### src/standby_params.svh
// constants of the standby power controller: offsets, resets, fields, bus answers
// guarded, so the package and every file that uses the macros may include it
`ifndef STANDBY_PARAMS_SVH
`define STANDBY_PARAMS_SVH
// ====================
// register byte offsets
`define OFS_STANDBY_CTRL 6'h00
`define OFS_EDGE_SELECT 6'h04
`define OFS_STOP_A 6'h08
`define OFS_STOP_B 6'h0c
`define OFS_STATUS 6'h10
`define OFS_COMMAND 6'h14
// ====================
// reset values
`define RST_STANDBY_CTRL 8'h00
`define RST_EDGE_SELECT 8'h55
`define RST_STOP_A 16'h003f
`define RST_STOP_B 16'hf0f0
// ====================
// standby_ctrl fields
`define BIT_DEEP 7
`define BIT_FLOAT 6
`define BIT_IRQ_WAKE 5
`define PERIOD_MSB 2
// command field: the sleep instruction
`define BIT_SLEEP 0
// ====================
// bus answers
`define RESP_OKAY 2'h0
`define RESP_SLVERR 2'h2
`endif

### src/standby_pkg.sv
// types shared by the standby power controller modules
// assumes the params header sits in the same folder
package standby_pkg;
`include "standby_params.svh"
  // gray along run, sleep, standby, settle; init sits one bit from settle, two from run
  typedef enum logic [2:0] {
    ST_RUN = 3'h0,
    ST_SLEEP = 3'h1,
    ST_STBY = 3'h3,
    ST_SETTLE = 3'h2,
    ST_INIT = 3'h6
  } pwr_state_t;
  // per-pin wake edge choice
  typedef enum logic [1:0] {
    EDGE_LOW_LEVEL = 2'h0,
    EDGE_FALL = 2'h1,
    EDGE_RISE = 2'h2,
    EDGE_BOTH = 2'h3
  } edge_mode_t;
endpackage

### src/gate_if.sv
// interface carrying module stop requests to the per-module gates
// assumes one clock domain shared with the controller
interface gate_if #(parameter int N = 32);
  logic [N-1:0] stop_req;
  logic bus_cycle_end;
  logic [N-1:0] stopped;
  modport ctrl (output stop_req, output bus_cycle_end, input stopped);
  modport gate (input stop_req, input bus_cycle_end, output stopped);
endinterface

### src/standby_power_control.sv
// standby power controller: sleep, software standby, module standby
// assumes AXI4-Lite from the CPU side, a watchdog that reports overflow,
// and external pins already synchronous to clk
//
// Behaviour
// reset pin low in standby restarts oscillator and clocks whole chip
// outside party holds reset pin low until oscillator is stable
// reset pin returning high starts CPU reset exception handling
// interrupt edge wakes oscillator only when wake enable is one
// during interrupt settling only the watchdog gets a clock
// watchdog overflow ends settling: whole chip clocked, interrupt handling
// software sets waking interrupt priority above CPU mask beforehand
// software picks watchdog period longer than oscillator settling
// falling or both edge: pin high at entry, low at resume
// rising edge: pin low at entry, high at resume
// falling or both edge wakes on fall; rising wakes on rise
// software never uses low level detection for wake
// stop bit one halts module at end of bus cycle
// stop bit zero restarts module at end of bus cycle
// module in standby has its internal state initialised
// serial, timer and converter modules start in module standby
// register access to a stopped module has no effect
// float select zero keeps every pin state during standby
// software disables module interrupts before stopping it
// only the CPU writes the module stop registers
// transfer controller makes no data access during sleep
// sleep with deep select stops CPU, peripherals, oscillator
// sleep without deep select halts only the CPU
// each stop bit drives its own clock gate and access block
`include "standby_params.svh"
module standby_power_control
  import standby_pkg::*;
#(
  parameter int PINS = 4
) (
  input wire logic clk,
  input wire logic arst_n,
  // axi4-lite slave
  input wire logic [5:0] s_axi_awaddr,
  input wire logic s_axi_awvalid,
  output logic s_axi_awready,
  input wire logic [31:0] s_axi_wdata,
  input wire logic [3:0] s_axi_wstrb,
  input wire logic s_axi_wvalid,
  output logic s_axi_wready,
  output logic [1:0] s_axi_bresp,
  output logic s_axi_bvalid,
  input wire logic s_axi_bready,
  input wire logic [5:0] s_axi_araddr,
  input wire logic s_axi_arvalid,
  output logic s_axi_arready,
  output logic [31:0] s_axi_rdata,
  output logic [1:0] s_axi_rresp,
  output logic s_axi_rvalid,
  input wire logic s_axi_rready,
  // pins and neighbours
  input wire logic hard_init_pin_n,
  input wire logic [PINS-1:0] irq_pin,
  input wire logic cpu_irq,
  input wire logic wdt_overflow,
  input wire logic bus_cycle_end,
  // clocking and cpu control
  output logic osc_en,
  output logic wdt_clk_en,
  output logic chip_clk_en,
  output logic cpu_halt,
  output logic cpu_reset_start,
  output logic irq_exc_start,
  output logic [2:0] watchdog_period_select,
  output logic port_hold,
  output logic port_float,
  // gated peripherals
  output logic [31:0] periph_clk_en,
  output logic [31:0] periph_init,
  output logic [31:0] periph_acc_en
);

  // ====================
  // registers
  logic [7:0] standby_ctrl;
  logic [7:0] edge_select;
  logic [15:0] module_stop_ctrl_a;
  logic [15:0] module_stop_ctrl_b;
  pwr_state_t state;
  pwr_state_t next_state;
  logic wake;
  logic sleep_cmd;
  logic init_low;
  logic init_low_d;

  // ====================
  // axi write path
  logic aw_full;
  logic w_full;
  logic [5:0] aw_addr;
  logic [31:0] w_data;
  logic [3:0] w_strb;
  logic do_write;
  logic wr_hit;

  // either channel may arrive first; each is held until the other comes
  assign s_axi_awready = ~aw_full & ~s_axi_bvalid;
  assign s_axi_wready = ~w_full & ~s_axi_bvalid;
  assign do_write = aw_full & w_full & ~s_axi_bvalid;

  // address capture
  always_ff @(posedge clk or negedge arst_n) begin
    if (!arst_n) begin
      aw_full <= 1'b0;
      aw_addr <= 6'h00;
    end else if (s_axi_awvalid && s_axi_awready) begin
      aw_full <= 1'b1;
      aw_addr <= s_axi_awaddr;
    end else if (do_write) begin
      aw_full <= 1'b0;
    end
  end

  // data capture
  always_ff @(posedge clk or negedge arst_n) begin
    if (!arst_n) begin
      w_full <= 1'b0;
      w_data <= 32'h0000_0000;
      w_strb <= 4'h0;
    end else if (s_axi_wvalid && s_axi_wready) begin
      w_full <= 1'b1;
      w_data <= s_axi_wdata;
      w_strb <= s_axi_wstrb;
    end else if (do_write) begin
      w_full <= 1'b0;
    end
  end

  // word decode; status is read only and refuses writes
  always_comb begin
    case ({aw_addr[5:2], 2'b00})
      `OFS_STANDBY_CTRL: wr_hit = 1'b1;
      `OFS_EDGE_SELECT: wr_hit = 1'b1;
      `OFS_STOP_A: wr_hit = 1'b1;
      `OFS_STOP_B: wr_hit = 1'b1;
      `OFS_COMMAND: wr_hit = 1'b1;
      default: wr_hit = 1'b0;
    endcase
  end

  // write response one cycle after both halves are held
  always_ff @(posedge clk or negedge arst_n) begin
    if (!arst_n) begin
      s_axi_bvalid <= 1'b0;
      s_axi_bresp <= `RESP_OKAY;
    end else if (do_write) begin
      s_axi_bvalid <= 1'b1;
      s_axi_bresp <= wr_hit ? `RESP_OKAY : `RESP_SLVERR;
    end else if (s_axi_bready) begin
      s_axi_bvalid <= 1'b0;
    end
  end

  // ====================
  // control registers
  logic wr_ctrl;
  logic wr_edge;
  logic wr_stop_a;
  logic wr_stop_b;
  assign wr_ctrl = do_write & ({aw_addr[5:2], 2'b00} == `OFS_STANDBY_CTRL);
  assign wr_edge = do_write & ({aw_addr[5:2], 2'b00} == `OFS_EDGE_SELECT);
  assign wr_stop_a = do_write & ({aw_addr[5:2], 2'b00} == `OFS_STOP_A);
  assign wr_stop_b = do_write & ({aw_addr[5:2], 2'b00} == `OFS_STOP_B);

  // standby control byte
  always_ff @(posedge clk or negedge arst_n) begin
    if (!arst_n) begin
      standby_ctrl <= `RST_STANDBY_CTRL;
    end else if (wr_ctrl && w_strb[0]) begin
      standby_ctrl <= w_data[7:0];
    end
  end

  // per-pin wake edge mode, two bits a pin
  always_ff @(posedge clk or negedge arst_n) begin
    if (!arst_n) begin
      edge_select <= `RST_EDGE_SELECT;
    end else if (wr_edge && w_strb[0]) begin
      edge_select <= w_data[7:0];
    end
  end

  // stop registers; serial, timer and converter bits reset to one
  // the bus carries no master id, so cpu-only writing is left to software
  always_ff @(posedge clk or negedge arst_n) begin
    if (!arst_n) begin
      module_stop_ctrl_a <= `RST_STOP_A;
      module_stop_ctrl_b <= `RST_STOP_B;
    end else begin
      if (wr_stop_a && w_strb[0]) begin
        module_stop_ctrl_a[7:0] <= w_data[7:0];
      end
      if (wr_stop_a && w_strb[1]) begin
        module_stop_ctrl_a[15:8] <= w_data[15:8];
      end
      if (wr_stop_b && w_strb[0]) begin
        module_stop_ctrl_b[7:0] <= w_data[7:0];
      end
      if (wr_stop_b && w_strb[1]) begin
        module_stop_ctrl_b[15:8] <= w_data[15:8];
      end
    end
  end

  // a write of one to the command bit stands for the sleep instruction
  assign sleep_cmd = do_write & w_strb[0] & w_data[`BIT_SLEEP] &
                     ({aw_addr[5:2], 2'b00} == `OFS_COMMAND);

  assign watchdog_period_select = standby_ctrl[`PERIOD_MSB:0];

  // ====================
  // axi read path
  logic [31:0] rd_word;
  logic rd_hit;

  assign s_axi_arready = ~s_axi_rvalid;

  // read mux; unused upper bits read as zero
  always_comb begin
    rd_hit = 1'b1;
    case ({s_axi_araddr[5:2], 2'b00})
      `OFS_STANDBY_CTRL: rd_word = {24'h000000, standby_ctrl};
      `OFS_EDGE_SELECT: rd_word = {24'h000000, edge_select};
      `OFS_STOP_A: rd_word = {16'h0000, module_stop_ctrl_a};
      `OFS_STOP_B: rd_word = {16'h0000, module_stop_ctrl_b};
      `OFS_STATUS: rd_word = {29'h00000000, state};
      `OFS_COMMAND: rd_word = 32'h0000_0000;
      default: begin
        rd_word = 32'h0000_0000;
        rd_hit = 1'b0;
      end
    endcase
  end

  // read data registered, answered the cycle after the address is taken
  always_ff @(posedge clk or negedge arst_n) begin
    if (!arst_n) begin
      s_axi_rvalid <= 1'b0;
      s_axi_rdata <= 32'h0000_0000;
      s_axi_rresp <= `RESP_OKAY;
    end else if (s_axi_arvalid && s_axi_arready) begin
      s_axi_rvalid <= 1'b1;
      s_axi_rdata <= rd_word;
      s_axi_rresp <= rd_hit ? `RESP_OKAY : `RESP_SLVERR;
    end else if (s_axi_rready) begin
      s_axi_rvalid <= 1'b0;
    end
  end

  // ====================
  // wake edge detector
  wake_detect #(
    .PINS(PINS)
  ) u_wake (
    .clk(clk),
    .arst_n(arst_n),
    .armed(state == ST_STBY),
    .enable(standby_ctrl[`BIT_IRQ_WAKE]),
    .irq_edge_mode(edge_select[2*PINS-1:0]),
    .irq_pin(irq_pin),
    .wake(wake)
  );

  // ====================
  // power state machine
  assign init_low = ~hard_init_pin_n;

  // remembered pin level, for the release edge
  always_ff @(posedge clk or negedge arst_n) begin
    if (!arst_n) begin
      init_low_d <= 1'b0;
    end else begin
      init_low_d <= init_low;
    end
  end

  // the reset pin outranks every other wake source
  always_comb begin
    next_state = state;
    case (state)
      ST_RUN: begin
        if (init_low) begin
          next_state = ST_INIT;
        end else if (sleep_cmd && standby_ctrl[`BIT_DEEP]) begin
          next_state = ST_STBY;
        end else if (sleep_cmd) begin
          next_state = ST_SLEEP;
        end
      end
      ST_SLEEP: begin
        if (init_low) begin
          next_state = ST_INIT;
        end else if (cpu_irq) begin
          next_state = ST_RUN;
        end
      end
      ST_STBY: begin
        if (init_low) begin
          next_state = ST_INIT;
        end else if (wake) begin
          next_state = ST_SETTLE;
        end
      end
      ST_SETTLE: begin
        if (init_low) begin
          next_state = ST_INIT;
        end else if (wdt_overflow) begin
          next_state = ST_RUN;
        end
      end
      ST_INIT: begin
        // held here while the pin is low, covering oscillator settling
        if (!init_low) begin
          next_state = ST_RUN;
        end
      end
      default: next_state = ST_RUN;
    endcase
  end

  // state register
  always_ff @(posedge clk or negedge arst_n) begin
    if (!arst_n) begin
      state <= ST_RUN;
    end else begin
      state <= next_state;
    end
  end

  // exception starts as one-cycle pulses
  always_ff @(posedge clk or negedge arst_n) begin
    if (!arst_n) begin
      cpu_reset_start <= 1'b0;
      irq_exc_start <= 1'b0;
    end else begin
      cpu_reset_start <= (state == ST_INIT) & init_low_d & ~init_low;
      irq_exc_start <= (state == ST_SETTLE) & ~init_low & wdt_overflow;
    end
  end

  // clock and halt controls, registered so they glitch-free reach gates
  always_ff @(posedge clk or negedge arst_n) begin
    if (!arst_n) begin
      osc_en <= 1'b1;
      wdt_clk_en <= 1'b1;
      chip_clk_en <= 1'b1;
      cpu_halt <= 1'b0;
    end else begin
      osc_en <= (next_state != ST_STBY); // see R1
      wdt_clk_en <= (next_state != ST_STBY);
      chip_clk_en <= (next_state != ST_STBY) & (next_state != ST_SETTLE); // see R5
      cpu_halt <= (next_state != ST_RUN) & (next_state != ST_INIT);
    end
  end

  // pin state in standby: retained unless float select was set at entry
  always_ff @(posedge clk or negedge arst_n) begin
    if (!arst_n) begin
      port_hold <= 1'b0;
      port_float <= 1'b0;
    end else if (state == ST_RUN && next_state == ST_STBY) begin
      port_hold <= ~standby_ctrl[`BIT_FLOAT];
      port_float <= standby_ctrl[`BIT_FLOAT];
    end else if (next_state != ST_STBY && next_state != ST_SETTLE) begin
      port_hold <= 1'b0;
      port_float <= 1'b0;
    end
  end

  // ====================
  // module standby gates
  gate_if #(.N(32)) gif ();
  assign gif.stop_req = {module_stop_ctrl_b, module_stop_ctrl_a};
  assign gif.bus_cycle_end = bus_cycle_end; // see R13

  // gates start stopped where the stop bits reset to one, not a bus cycle later
  module_gate #(
    .N(32),
    .STOP_INIT({`RST_STOP_B, `RST_STOP_A})
  ) u_gate (
    .clk(clk),
    .arst_n(arst_n),
    .gif(gif),
    .chip_clk_en(chip_clk_en),
    .periph_clk_en(periph_clk_en),
    .periph_init(periph_init),
    .periph_acc_en(periph_acc_en)
  );

endmodule

### src/module_gate.sv
// per-module clock gate, initialise request and register access block
// assumes bus_cycle_end pulses at the close of each peripheral bus cycle
module module_gate #(
  parameter int N = 32,
  parameter logic [N-1:0] STOP_INIT = '0
) (
  input wire logic clk,
  input wire logic arst_n,
  gate_if.gate gif,
  input wire logic chip_clk_en,
  output logic [N-1:0] periph_clk_en,
  output logic [N-1:0] periph_init,
  output logic [N-1:0] periph_acc_en
);
  import standby_pkg::*;
  logic [N-1:0] eff_stop;
  genvar i;
  generate
    for (i = 0; i < N; i++) begin : g_mod
      // stop state changes only at a bus cycle boundary, never mid-access
      always_ff @(posedge clk or negedge arst_n) begin
        if (!arst_n) begin
          eff_stop[i] <= STOP_INIT[i];
        end else if (gif.bus_cycle_end) begin
          eff_stop[i] <= gif.stop_req[i]; // see R13
        end
      end
      // own gate per module so each is controlled alone
      assign periph_clk_en[i] = chip_clk_en & ~eff_stop[i];
      assign periph_init[i] = eff_stop[i];
      assign periph_acc_en[i] = ~eff_stop[i];
    end
  endgenerate
  assign gif.stopped = eff_stop;
endmodule

### src/wake_detect.sv
// edge detector on the external interrupt pins for leaving standby
// assumes pins synchronous to clk; armed only while the clock is stopped
module wake_detect #(
  parameter int PINS = 4
) (
  input wire logic clk,
  input wire logic arst_n,
  input wire logic armed,
  input wire logic enable,
  input wire logic [2*PINS-1:0] irq_edge_mode,
  input wire logic [PINS-1:0] irq_pin,
  output logic wake
);
  import standby_pkg::*;
  logic [PINS-1:0] prev;
  logic [PINS-1:0] hit;
  // previous pin level for edge compare
  always_ff @(posedge clk or negedge arst_n) begin
    if (!arst_n) begin
      prev <= '1;
    end else begin
      prev <= irq_pin;
    end
  end
  genvar i;
  generate
    for (i = 0; i < PINS; i++) begin : g_pin
      logic fall;
      logic rise;
      edge_mode_t m;
      assign m = edge_mode_t'(irq_edge_mode[2*i+1 -: 2]);
      assign fall = prev[i] & ~irq_pin[i];
      assign rise = ~prev[i] & irq_pin[i];
      // both-edge restarts on the fall only; low level never wakes
      assign hit[i] = ((m == EDGE_FALL || m == EDGE_BOTH) & fall) |
                      ((m == EDGE_RISE) & rise);
    end
  endgenerate
  // only with the wake enable set does an edge restart the oscillator
  always_ff @(posedge clk or negedge arst_n) begin
    if (!arst_n) begin
      wake <= 1'b0;
    end else begin
      wake <= armed & enable & (|hit);
    end
  end
endmodule

### config.mk
export PLATFORM = sky130hd
export DESIGN_NAME = standby_power_control
export DESIGN_NICKNAME = d
export VERILOG_FILES = /design/src/standby_pkg.sv /design/src/gate_if.sv /design/src/standby_power_control.sv /design/src/module_gate.sv /design/src/wake_detect.sv
export VERILOG_INCLUDE_DIRS = /design/src
export SDC_FILE = /design/constraint.sdc
export NUM_CORES = 1
export LEC_CHECK = 0
export BUFFER_PORTS_ARGS = -buffer_cell sky130_fd_sc_hd__buf_2
export CORE_MARGIN = 3
export CORE_UTILIZATION = 35
export CTS_CLUSTER_SIZE = 12
export DETAILED_ROUTE_END_ITERATION = 10
export PLACE_DENSITY = 0.6
export SLEW_MARGIN = 25
export SYNTH_ARGS = -nofsm -noshare
export SYNTH_HDL_FRONTEND = slang
export SYNTH_SLANG_ARGS = --single-unit
### constraint.sdc
create_clock -name clk -period 5.01 [get_ports clk]
set_input_delay 0 -clock clk [delete_from_list [all_inputs] [get_ports clk]]
set_output_delay 0 -clock clk [all_outputs]
set_load 0.05 [all_outputs]
; Yosys cells after proc, flatten, opt, wreduce, memory -nomap -nowiden
; Cells that the tools add are included.
[classes]
addsub = 0
mul = 0
div = 0
magnitude_cmp = 0
eq_ne = 29
n_shift = 0
n_mux = 26
bitwise = 117
reduce_logical = 28
[ops]
columns = operator, n
row1 = $pmux 16 s5, 1
row2 = $and 1x1->1, 67
row3 = $not 1->1, 46
row4 = $mux 3, 10
row5 = $eq 2x2->1 const B, 8
row6 = $eq 4x2->1 const B, 4
row7 = $pmux 3 s5, 1
row8 = $eq 4x3->1 const B, 3
row9 = $logic_and 1x1->1, 12
row10 = $mux 1, 12
row11 = $reduce_bool 2->1, 5
row12 = $eq 3x2->1 const B, 3
row13 = $eq 2x1->1 const B, 4
row14 = $eq 4x1->1 const B, 2
row15 = $logic_not 4->1, 2
row16 = $ne 3x2->1 const B, 2
row17 = $reduce_or 6->1, 1
row18 = $reduce_or 5->1, 1
row19 = $logic_or 1x1->1, 4
row20 = $mux 2, 2
row21 = $or 1x1->1, 4
row22 = $reduce_or 4->1, 1
row23 = $eq 3x1->1 const B, 1
row24 = $eq 3x3->1 const B, 1
row25 = other kinds (3), 3
[word_totals]
ff_bits = 160
latch_bits = 0
mem_bits_rw = 0
romBits = 0
in_bits = 63
out_inout_bits = 148
wordCells = 259
mem_count = 0

; Longest topological paths before layout
; Gate-level depths: netlist of run 1.
[logic_depth]
word_depth = 13
mapped_depth = 5
depth_no_buf = 4

; Modules after synthesis
; From an unflattened synthesis of run 1, not the netlist that was laid out.
[unflattened]
hier_cells = 524
area_unflattened_um2 = 6673.9
[by_module_without_submodules]
columns = module, n_inst, cells_each, area_each_um2, seq_area_each_um2
row1 = standby_power_control, 1, 338, 4501.8, 2602.5
row2 = module_gate, 1, 167, 1934.4, 818.3
row3 = wake_detect, 1, 19, 237.7, 130.1

; Worst setup path after synthesis of run 1
; OpenSTA, ideal clock, no wires.
[synth_timing]
path_kind = register to register
from = register s_axi_bvalid
to = register module_stop_ctrl_b[0]
setup_ns = 0.125
arrival_time_ns = 1.844
required_time_ns = 4.885
slack_ns = 3.041
stages_incl_launch_ff = 6
n_path_buf = 1
synth_period_minus_slack_ns = 1.969
cell_sequence = dfrtp_1 > nand3b_4 > nor4b_4 > and3_1 > buf_4 > mux2_2
[synth_between]
elab_chain_cells = 4
[synth_rtl]
columns = element, line
row1 = from (decl), standby_power_control.sv:47  ; output logic s_axi_bvalid,
row2 = from (signal assigned), standby_power_control.sv:149  ; s_axi_bvalid <= 1'b0;
row3 = from (signal assigned), standby_power_control.sv:152  ; s_axi_bvalid <= 1'b1;
row4 = from (signal assigned), standby_power_control.sv:155  ; s_axi_bvalid <= 1'b0;
row5 = $not 1->1, standby_power_control.sv:104  ; assign do_write = aw_full & w_full & ~s_axi_bvalid;
row6 = $and 1x1->1, standby_power_control.sv:104
row7 = $and 1x1->1, standby_power_control.sv:168  ; assign wr_stop_b = do_write & ({aw_addr[5:2], 2'b00} == `OFS_STOP_B);
row8 = $logic_and 1x1->1, standby_power_control.sv:201  ; if (wr_stop_b && w_strb[0]) begin
row9 = to (signal assigned), standby_power_control.sv:193  ; module_stop_ctrl_b <= `RST_STOP_B;
row10 = to (signal assigned), standby_power_control.sv:202  ; module_stop_ctrl_b[7:0] <= w_data[7:0];
row11 = to (decl), standby_power_control.sv:83  ; logic [15:0] module_stop_ctrl_b;
; Every way passes these cells.
; A chain may end at the register's enable or synchronous reset.

; Final worst setup path of run 1
[layout_timing]
from = register s_axi_bvalid
to = register module_stop_ctrl_b[3]
; The elaborated chain is that of the path after synthesis.

==> results of run 1 <==
layout make-up:
cell class                 count  share of cell area (%)
clock buffer                  23                    5.81
clock inverter                 9                    1.93
inverter                      40                    1.83
multi-input combinational    316                    28.5
sequential                   140                    43.2
tap                          225                    3.42
timing repair buffer         210                    15.4
cells by family (layout without fill, tap and decap cells):
family	count (synthesis)	in the layout	share of synthesized area [%]
flops	140	140	57.0
simple gates	133	133	12.8
mux	89	89	16.8
buf+inv	83	282	6.47
compound gates	76	76	6.89
other cells	1	18	0.0602
path summary, 6_finish.rpt:
check / start / to / slack [ps] / cells past startpoint
hold / removal: s_axi_araddr[3] / s_axi_rdata[0] / 70 / 3
hold reg to reg: s_axi_rdata[8] / s_axi_rdata[8] / 480 / 2
setup / recovery: s_axi_bvalid / module_stop_ctrl_b[3] / 2920 / 4
min in group asynchronous: arst_n / u_gate.gif.stopped[25] / 150 / 2
max in group asynchronous: arst_n / u_wake.prev[1] / 3670 / 4
setup reg to reg: s_axi_bvalid / module_stop_ctrl_b[3] / 2920 / 4
critical path, delay by kind of cell (launching register included):
family        cells  cell delay (ps)
simple gates      3             1150
flops             1              450
mux               1              390
layout by cell type (no fill, tap or decap), types with 4 or more instances in the layout:
| master | synthesis | layout |
|---|---|---|
| nor4b_1 | 4 | 4 |
| inv_1 | 40 | 40 |
| mux2_2 | 72 | 72 |
| dfstp_2 | 38 | 38 |
| a21oi_1 | 12 | 12 |
| a31oi_1 | 6 | 6 |
| nand2b_1 | 6 | 6 |
| clkinvlp_4 | 0 | 4 |
| nor2_1 | 9 | 9 |
| bufinv_16 | 0 | 4 |
| dlygate4sd3_1 | 0 | 36 |
| mux2i_1 | 12 | 12 |
| nand3b_1 | 6 | 6 |
| nor2b_1 | 34 | 34 |
| o21ai_0 | 46 | 46 |
| conb_1 | 1 | 18 |
| nand2_1 | 45 | 45 |
| dfrtp_1 | 102 | 102 |
| mux4_2 | 5 | 5 |
| clkbuf_16 | 0 | 17 |
| a22o_1 | 5 | 5 |
| buf_4 | 23 | 4 |
| buf_2 | 4 | 168 |
flip-flops by register name, summed over array words and instances, names as in the netlist, 2 cells and up:
register and cells:
aw_addr 4, edge_select 8, module_stop_ctrl_a 16, module_stop_ctrl_b 16, s_axi_rdata 16, standby_ctrl 8
state 3, u_gate.gif.stopped 32, u_wake.prev 4, w_data 16, w_strb 2
Yosys cell counts, types with 2 or more instances:
library cell / number
a31oi_1: 6
nand2b_1: 6
nor4b_1: 4
dfstp_2: 38
inv_1: 40
nor2b_1: 34
and3_1: 3
nand3b_1: 6
o2bb2ai_1: 2
dfrtp_1: 102
buf_2: 4
mux2_2: 72
mux2i_1: 12
nor3_1: 3
nor2_1: 9
nand3_1: 3
nor3b_1: 3
o21ai_0: 46
a22o_1: 5
nand2_1: 45
nor4_1: 2
a21oi_1: 12
mux4_2: 5
nand4b_1: 3
buf_4: 23
clkbuf_1: 16
power groups by stage:
| stage | logic (W) | registers [W] | clock network (W) |
|---|---|---|---|
| 6_report | 0.00206 | 0.00187 | 0.00135 |
| 5_1_grt | 0.00217 | 0.00193 | 0.00144 |
| 4_1_cts | 0.00207 | 0.00188 | 0.00137 |
| 3_5_place_dp | 0.00205 | 0.00189 | 0 |
| 3_3_place_gp | 0.00203 | 0.00187 | 0 |
| 2_1_floorplan | 0.00129 | 0.00212 | 0 |
metal layers:
metal	up-vias	share of wire, %	GRT usage [%]	wire length, µm
li1	2150	-	-	-
met1	2310	43	21.6	6850
met2	129	50	27.7	7990
met3	25	4.7	3.44	745
met4	0	2.5	6.75	405
met5	-	0	0	0
per-stage QoR:
stage | cells | utilization, % | power, W | setup slack [ps] | hold slack (ps)
5_1_grt | 963 | 47.4 | 0.00554 | 2840 | 93.5
6_report | 963 | 47.4 | 0.00527 | 2920 | 70.9
2_1_floorplan | 539 | - | 0.00341 | 3040 | -296
3_3_place_gp | 894 | 41.5 | 0.00390 | 3000 | 16.1
3_5_place_dp | 894 | 41.5 | 0.00394 | 2930 | 27.4
4_1_cts | 962 | 47.2 | 0.00532 | 2910 | 57.7
==> results.py, run 1 <==
metrics = {
    "run_status": {
        "status": "finished, final reports clean",
    },
    "detailed_routing": {
        "drt_iter0_markers": 264,
        "num_vias": 4614,
        "antenna_left": 0,
        "wl_per_cell_um": 16.6,
        "dr.pass1.iters": 4,
        "totalWireLength_um": 16000,
        "drc": 0,
        "vias_per_cell": 4.79,
    },
    "setup_path": {
        "cp_max_fo": 10,
        "slowest_stage": "and3_1",
        "slowest_delay_ps": 520,
        "arrival_ps": 2390,
        "path_cells": "nand3b_4 -> nor4b_4 -> and3_1 -> mux2_2",
        "worstSetupPathType": "reg -> reg",
        "worstSetupStartpointType": "register",
        "critPathCaptureType": "register",
        "required_ps": 5310,
    },
    "power_and_ir_drop": {
        "power_density_nw_per_um2": 642,
        "clkPwrFrac_pct": 25.5,
        "netSwitchingPower_w": 0.00228,
        "p_int_w": 0.00299,
        "seq_power_share_pct": 35.5,
        "leakagePower_nw": 3.82,
        "swShare_pct": 43.2,
        "ir_worst_vdd_mv": 0.355,
        "comb_power_share_pct": 39.0,
    },
    "synthesis": {
        "synth_edf_count": 0,
        "synth_warnings": 0,
        "ys.flop_type": "dfrtp_1",
        "yosysTopAreaCellShare_pct": 41.0,
        "syn-instance-count": 522,
        "synth.distinct_cells": 44,
        "synth-async-reset-ratio_pct": 100,
        "yosys-top-cells-area": "dfrtp_1 (41%), dfstp_2 (16%), mux2_2 (13%)",
        "synth_area_per_cell_um2": 11.9,
        "ys_ff_latch": 140,
        "ys_seq_area_share_pct": 57.0,
        "synth_top_area_cell": "dfrtp_1",
        "mappedNetlistArea_um2": 6220,
    },
    "timing": {
        "hold_viol_final": 0,
        "slew_viol_final": 0,
        "fin_setup_tns_ps": 0,
        "worstMarginPinSlew_ps": 800,
        "finalCritPeriodShare_pct": 41.7,
        "finalSetupViolations": 0,
        "period_needed_ps": 2090,
        "slew-limit-headroom_pct": 46.2,
        "finalClockSkew_ps": 6.76,
        "rsz0062_at_grt": "false",
        "fmax_mhz": 479,
    },
    "job": {
        "drv_cap": 0,
    },
    "layout": {
        "area_delta_synth_final_pct": 32.1,
        "n_antenna_cell": 0,
        "nNetsFinal": 788,
        "regArea_um2": 3550,
        "final_layout_size_suffix_gt1_share_pct": 44.3,
        "multi_input_area_um2": 2340,
        "fillers": 1570,
        "stdcell_area_um2": 8220,
    },
    "cts": {
        "post_cts_buffers": 0,
        "cts.path.max_buffers": 2,
        "clock_sinks": 140,
        "path_clk_slew_ps": 60,
        "clock_latency_ps": 410,
        "cts_resized": 0,
        "numCtsBuffers": 17,
        "htreeDepth": 4,
        "root_buffer": "clkbuf_16",
        "cts_tree": "built",
        "hold_buffers": 36,
    },
    "placement": {
        "place_hpwl_um": 11600,
        "place_congestion": 0.830,
        "dpl_cell_area_um2": 7200,
        "io_buffers": 170,
    },
    "die": {
        "core_area_um2": 17400,
        "core.rowCount": 48,
        "die_area_um2": 19400,
        "io_pins": 211,
        "start_util_pct": 35.9,
        "fp.dieW_um": 139,
        "die_h_um": 139,
    },
    "worst_hold_path": {
        "min_path_type": "in -> reg",
    },
    "global_routing": {
        "groute.usage.overall_pct": 16.8,
        "grt_pass1_wl_um": 25700,
        "overflow": 0,
        "grt_max_degree": 76,
        "grt_pass1_vias": 4742,
        "antenna_found_initial": 0,
    },
}
Note: power is estimated with default switching activity, not from simulation.
==> inputs of run 2 (changes only) <==
PLACE_DENSITY = 0.62   (was 0.6)
clock period = 1.7 ns   (was 5.01 ns; I/O delays follow)
==> results.py, run 2 (same netlist as run 1, synthesis figures left out) <==
metrics = {
    "power_and_ir_drop": {
        "leakagePower_nw": 4.02,
        "ir_worst_vdd_mv": 0.888,
        "clkPwrFrac_pct": 24.7,
        "netSwitchingPower_w": 0.00694,
        "p_int_w": 0.00903,
        "seq_power_share_pct": 34.1,
        "swShare_pct": 43.5,
        "comb_power_share_pct": 41.2,
        "power_density_nw_per_um2": 1870,
        "power_w": 0.0160,
    },
    "placement": {
        "dpl_cell_area_um2": 7500,
        "place_hpwl_um": 12400,
        "place_congestion": 0.880,
        "io_buffers": 170,
        "place_inst": 920,
    },
    "timing": {
        "finalSetupViolations": 0,
        "fmax_mhz": 603,
        "slew_viol_final": 0,
        "rsz0062_at_grt": "true",
        "finalCritPeriodShare_pct": 97.5,
        "hold_viol_final": 0,
        "period_needed_ps": 1660,
        "finalClockSkew_ps": 5.70,
        "hold_ws_ps": 47.5,
    },
    "global_routing": {
        "antenna_found_initial": 0,
        "overflow": 0,
        "grt_pass1_vias": 4962,
        "groute.usage.overall_pct": 17.7,
        "grt_max_degree": 65,
        "grt_pass1_wl_um": 27200,
    },
    "setup_path": {
        "required_ps": 2010,
        "slowest_delay_ps": 410,
        "worstRegToRegCells": 5,
        "path_cells": "nand3b_4 -> buf_4 -> nor4_4 -> buf_12 -> mux2_2",
        "r2r_slack_ps": 40,
        "critPathCaptureType": "register",
        "worstSetupStartpointType": "register",
        "arrival_ps": 1960,
        "worstSetupPathType": "reg -> reg",
        "cp_max_fo": 8,
        "slowest_stage": "dfrtp_2",
    },
    "die": {
        "start_util_pct": 35.9,
        "fp.dieW_um": 139,
        "die_area_um2": 19400,
        "core.rowCount": 48,
        "die_h_um": 139,
        "core_area_um2": 17400,
        "io_pins": 211,
    },
    "job": {
        "drv_cap": 0,
    },
    "detailed_routing": {
        "drc": 0,
        "wl_per_cell_um": 17.2,
        "drt_iter0_markers": 244,
        "vias_per_cell": 4.76,
        "dr.pass1.iters": 6,
        "totalWireLength_um": 17000,
        "antenna_left": 0,
        "num_vias": 4714,
    },
    "layout": {
        "nNetsFinal": 815,
        "n_antenna_cell": 0,
        "post_layout_nonfiller_instances": 990,
        "area_delta_synth_final_pct": 37.5,
        "stdcell_area_um2": 8560,
        "final_common_cell": "buf_2",
        "largest_register_ffs": 32,
        "final_layout_size_suffix_gt1_share_pct": 46.9,
        "layout_common_cells": "buf_2 (166), dfrtp_1 (101), mux2_2 (57)",
    },
    "cts": {
        "clock_latency_ps": 420,
        "path_clk_slew_ps": 60,
        "cts_tree": "built",
        "clock_sinks": 140,
        "root_buffer": "clkbuf_16",
        "numCtsBuffers": 17,
        "cts.path.max_buffers": 2,
        "htreeDepth": 4,
    },
    "worst_hold_path": {
        "min_path_type": "in -> reg",
        "holdPathStages": 3,
    },
    "run_status": {
        "status": "finished, final reports clean",
    },
}
==> run 2: cell types whose count changed in the layout (fill, tap and decap cells not counted), sizes merged <==
cell      change
buf          +26
clkinv        +6
clkbuf        -4
clkinvlp      -1
==> run 2: routing by layer <==
layer | vias up | GRT usage, % | routed length (µm)
met5 | - | 0 | 0
li1 | 2205 | - | -
met4 | 0 | 6.49 | 413
met1 | 2353 | 21.5 | 7280
met3 | 27 | 4.40 | 656
met2 | 129 | 30.6 | 8690
==> run 2: cell type report <==
class	count	area (µm²)
Multi-Input combinational cell	316	2420
Fill cell	1574	8800
Clock inverter	14	193
Timing Repair Buffer	237	1520
Sequential cell	140	3550
Inverter	40	150
Clock buffer	18	439
Tap cell	225	282
==> run 2: critical path, delay by kind of cell, from the launching register on <==
family | cells | cell delay (ps)
mux | 1 | 330
flops | 1 | 410
buf+inv | 2 | 360
simple gates | 2 | 450
==> run 2: what timing repair did <==
action,in CTS,in global routing
pin swaps,0,2
setup buffers,2,1
cloned,0,0
endpoints found under the hold margin,160,0
setup endpoints to repair,36,40
hold buffers,36,0
gates resized for setup,1,17
==> run 2: metrics by stage <==
stage	setup slack (ps)	util, %	setup TNS (ps)
final	42.1	49.3	0
after global routing	-57.5	49.3	-502
after CTS	-37.4	49.0	-340
after detailed placement	-23.5	43.2	-180
after global placement	5.34	43.2	0
after floorplan	-146	-	-1620
==> run 2: power by group through the flow <==
stage | Sequential, W | Combinational [W] | Clock [W]
detailed placement | 0.00550 | 0.00644 | 0
finish | 0.00545 | 0.00658 | 0.00394
global route | 0.00560 | 0.00693 | 0.00417
global placement | 0.00544 | 0.00634 | 0
floorplan | 0.00625 | 0.00385 | 0
CTS | 0.00544 | 0.00655 | 0.00403
==> run 2: final timing paths <==
kind                                          end             from
max                                edge_select[1]     s_axi_bvalid
min                        u_gate.gif.stopped[30]    bus_cycle_end
max reg2reg                        edge_select[1]     s_axi_bvalid
min reg2reg                       s_axi_rdata[13]  s_axi_rdata[13]
max in group asynchronous              wdt_clk_en           arst_n
min in group asynchronous  u_gate.gif.stopped[19]           arst_n
==> inputs of run 3 (changes only) <==
ABC_AREA = 1   (was not set)
PLACE_DENSITY = 0.63   (was 0.62)
==> results.py, run 3 <==
metrics = {
    "detailed_routing": {
        "drt_iter0_markers": 286,
        "wl_per_cell_um": 14.5,
        "drc": 0,
        "totalWireLength_um": 16300,
        "dr.pass1.iters": 4,
        "vias_per_cell": 4.52,
        "antenna_left": 0,
        "num_vias": 5079,
    },
    "synthesis": {
        "synthSimpleGateAreaFrac_pct": 18.7,
        "synth.distinct_cells": 34,
        "synth_commonest_cells": "nand2_1 (163), dfrtp_1 (102), o21ai_0 (87)",
        "synth_top_family_by_area": "simple AND/OR/NAND/NOR gates",
        "synth_warnings": 0,
        "yosys-top-cells-area": "dfrtp_1 (42%), dfstp_2 (17%), nand2_1 (10%)",
        "synth_xor_area_share_pct": 0,
        "synth_area_per_cell_um2": 8.97,
        "synth-compound-area-share_pct": 12.8,
        "syn-instance-count": 670,
        "ys.flop_type": "dfrtp_1",
        "yosysMostFrequentCell": "nand2_1",
        "mappedNetlistArea_um2": 6010,
        "yosysTopAreaCellShare_pct": 42.5,
        "ys_ff_latch": 140,
        "synth_top_area_cell": "dfrtp_1",
        "ys_seq_area_share_pct": 59.1,
        "synth-adder-area-share_pct": 0,
        "synth-async-reset-ratio_pct": 100,
        "yosys-mux-area-fraction_pct": 0.375,
        "synth_edf_count": 0,
    },
    "placement": {
        "io_buffers": 170,
        "place_hpwl_um": 12100,
        "place_congestion": 0.820,
        "dpl_cell_area_um2": 7150,
    },
    "die": {
        "core_area_um2": 16700,
        "die_area_um2": 18800,
        "die_h_um": 137,
        "start_util_pct": 36.0,
        "io_pins": 211,
        "fp.dieW_um": 137,
        "core.rowCount": 47,
    },
    "setup_path": {
        "worstSetupStartpointType": "register",
        "worstSetupPathType": "reg -> out",
        "required_ps": 1700,
        "critPathCaptureType": "output pin",
        "arrival_ps": 1610,
        "cp_max_fo": 32,
    },
    "layout": {
        "largest_register_ffs": 32,
        "fillers": 1629,
        "layout_common_cells": "buf_2 (166), nand2_1 (162), dfrtp_1 (100)",
        "nNetsFinal": 953,
        "stdcell_area_um2": 8180,
        "area_delta_synth_final_pct": 36.1,
        "final_layout_size_suffix_gt1_share_pct": 31.2,
        "final_common_cell": "buf_2",
        "n_antenna_cell": 0,
    },
    "worst_hold_path": {
        "min_path_type": "in -> reg",
    },
    "power_and_ir_drop": {
        "leakagePower_nw": 3.98,
        "ir_worst_vdd_mv": 1.14,
        "power_density_nw_per_um2": 2010,
    },
    "timing": {
        "finalSetupViolations": 0,
        "hold_ws_ps": -11.5,
        "finalClockSkew_ps": 9.78,
        "slew-limit-headroom_pct": 58.7,
        "finalCritPeriodShare_pct": 94.8,
        "worstMarginPinSlew_ps": 620,
        "period_needed_ps": 1610,
        "slew_viol_final": 0,
        "hold_viol_final": 1,
        "rsz0062_at_grt": "false",
        "fin_setup_tns_ps": 0,
        "fmax_mhz": 620,
    },
    "run_status": {
        "status": "complete, but fails checks",
        "violations": "hold timing",
    },
    "cts": {
        "cts_tree": "built",
        "htreeDepth": 4,
        "cts.path.max_buffers": 2,
        "numCtsBuffers": 17,
        "root_buffer": "clkbuf_16",
        "path_clk_slew_ps": 60,
        "clock_latency_ps": 420,
        "clock_sinks": 140,
    },
    "global_routing": {
        "grt_pass1_wl_um": 25700,
        "antenna_found_initial": 0,
        "grt_max_degree": 66,
        "overflow": 0,
        "grt_pass1_vias": 4913,
        "groute.usage.overall_pct": 17.7,
    },
    "job": {
        "drv_cap": 0,
    },
}
## run 3: cell count changes after synthesis, moves of 15 or more
cell / previous run / this run
o21ai_0: 46 / 87
nor2_1: 9 / 68
nor2b_1: 34 / 0
inv_1: 40 / 71
a21oi_1: 12 / 27
mux2_2: 72 / 2
nand2_1: 45 / 163
## run 3: what timing repair did
item,4_1_cts,5_1_grt
endpoints found under the hold margin,101,0
setup buffers,0,1
gates resized for setup,0,5
setup endpoints to repair,0,6
hold buffers,39,0
## run 3: per-layer routing
| layer | part of all wire, % | GRT usage, % |
|---|---|---|
| met1 | 47 | 24.0 |
| met2 | 47 | 28.9 |
| met3 | 4.7 | 3.27 |
| met4 | 1.5 | 5.76 |
| met5 | 0 | 0 |
## run 3: cell type report
type	instances	area, µm²	area share [%]
Clock buffer	23	488	5.96
Clock inverter	9	135	1.65
Tap cell	220	275	3.36
Multi-Input combinational cell	427	2000	24.4
Timing Repair Buffer	230	1450	17.7
Sequential cell	140	3550	43.4
Inverter	74	282	3.44
## run 3: report_power, final
part           switching [W]  leakage, nW  internal, W
Combinational        0.00571         1.98      0.00160
Clock                0.00135        0.296      0.00246
Sequential          0.000774         1.70      0.00458
## run 3: logic make-up after synthesis
group / after synthesis
buffers and inverters: 120
other: 1
muxes: 2
DFF: 140
and+or+nand+nor: 269
AOI/OAI and AO/OA: 138
## run 3: worst max-delay path, stage by stage, from the launching register on
cell,delay (ps)
dfstp_2,520
inv_1,30
buf_4,210
nor2_1,150
clkbuf_4,250
## run 3: metrics by stage
stage	setup slack [ps]	instances	utilization, %	total power, W	hold slack, ps
final	88.1	1123	49.0	0.0165	-11.5
after detailed placement	129	1051	42.8	0.0126	47.2
after floorplan	29.4	687	-	0.0108	-296
after global routing	5.79	1123	49.0	0.0174	4.11
after global placement	166	1051	42.8	0.0125	48.7
after CTS	35.4	1122	48.9	0.0166	2.46
## run 3: final timing paths
check	startpoint	to	slack [ps]	cells past startpoint
min in group asynchronous	arst_n	s_axi_rdata[6]	160	2
max reg2reg	s_axi_bvalid	w_data[5]	110	6
min	s_axi_wvalid	w_data[7]	-10	4
min reg2reg	s_axi_rdata[12]	s_axi_rdata[12]	470	2
max in group asynchronous	arst_n	edge_select[4]	860	3
max	chip_clk_en	periph_clk_en[23]	90	4
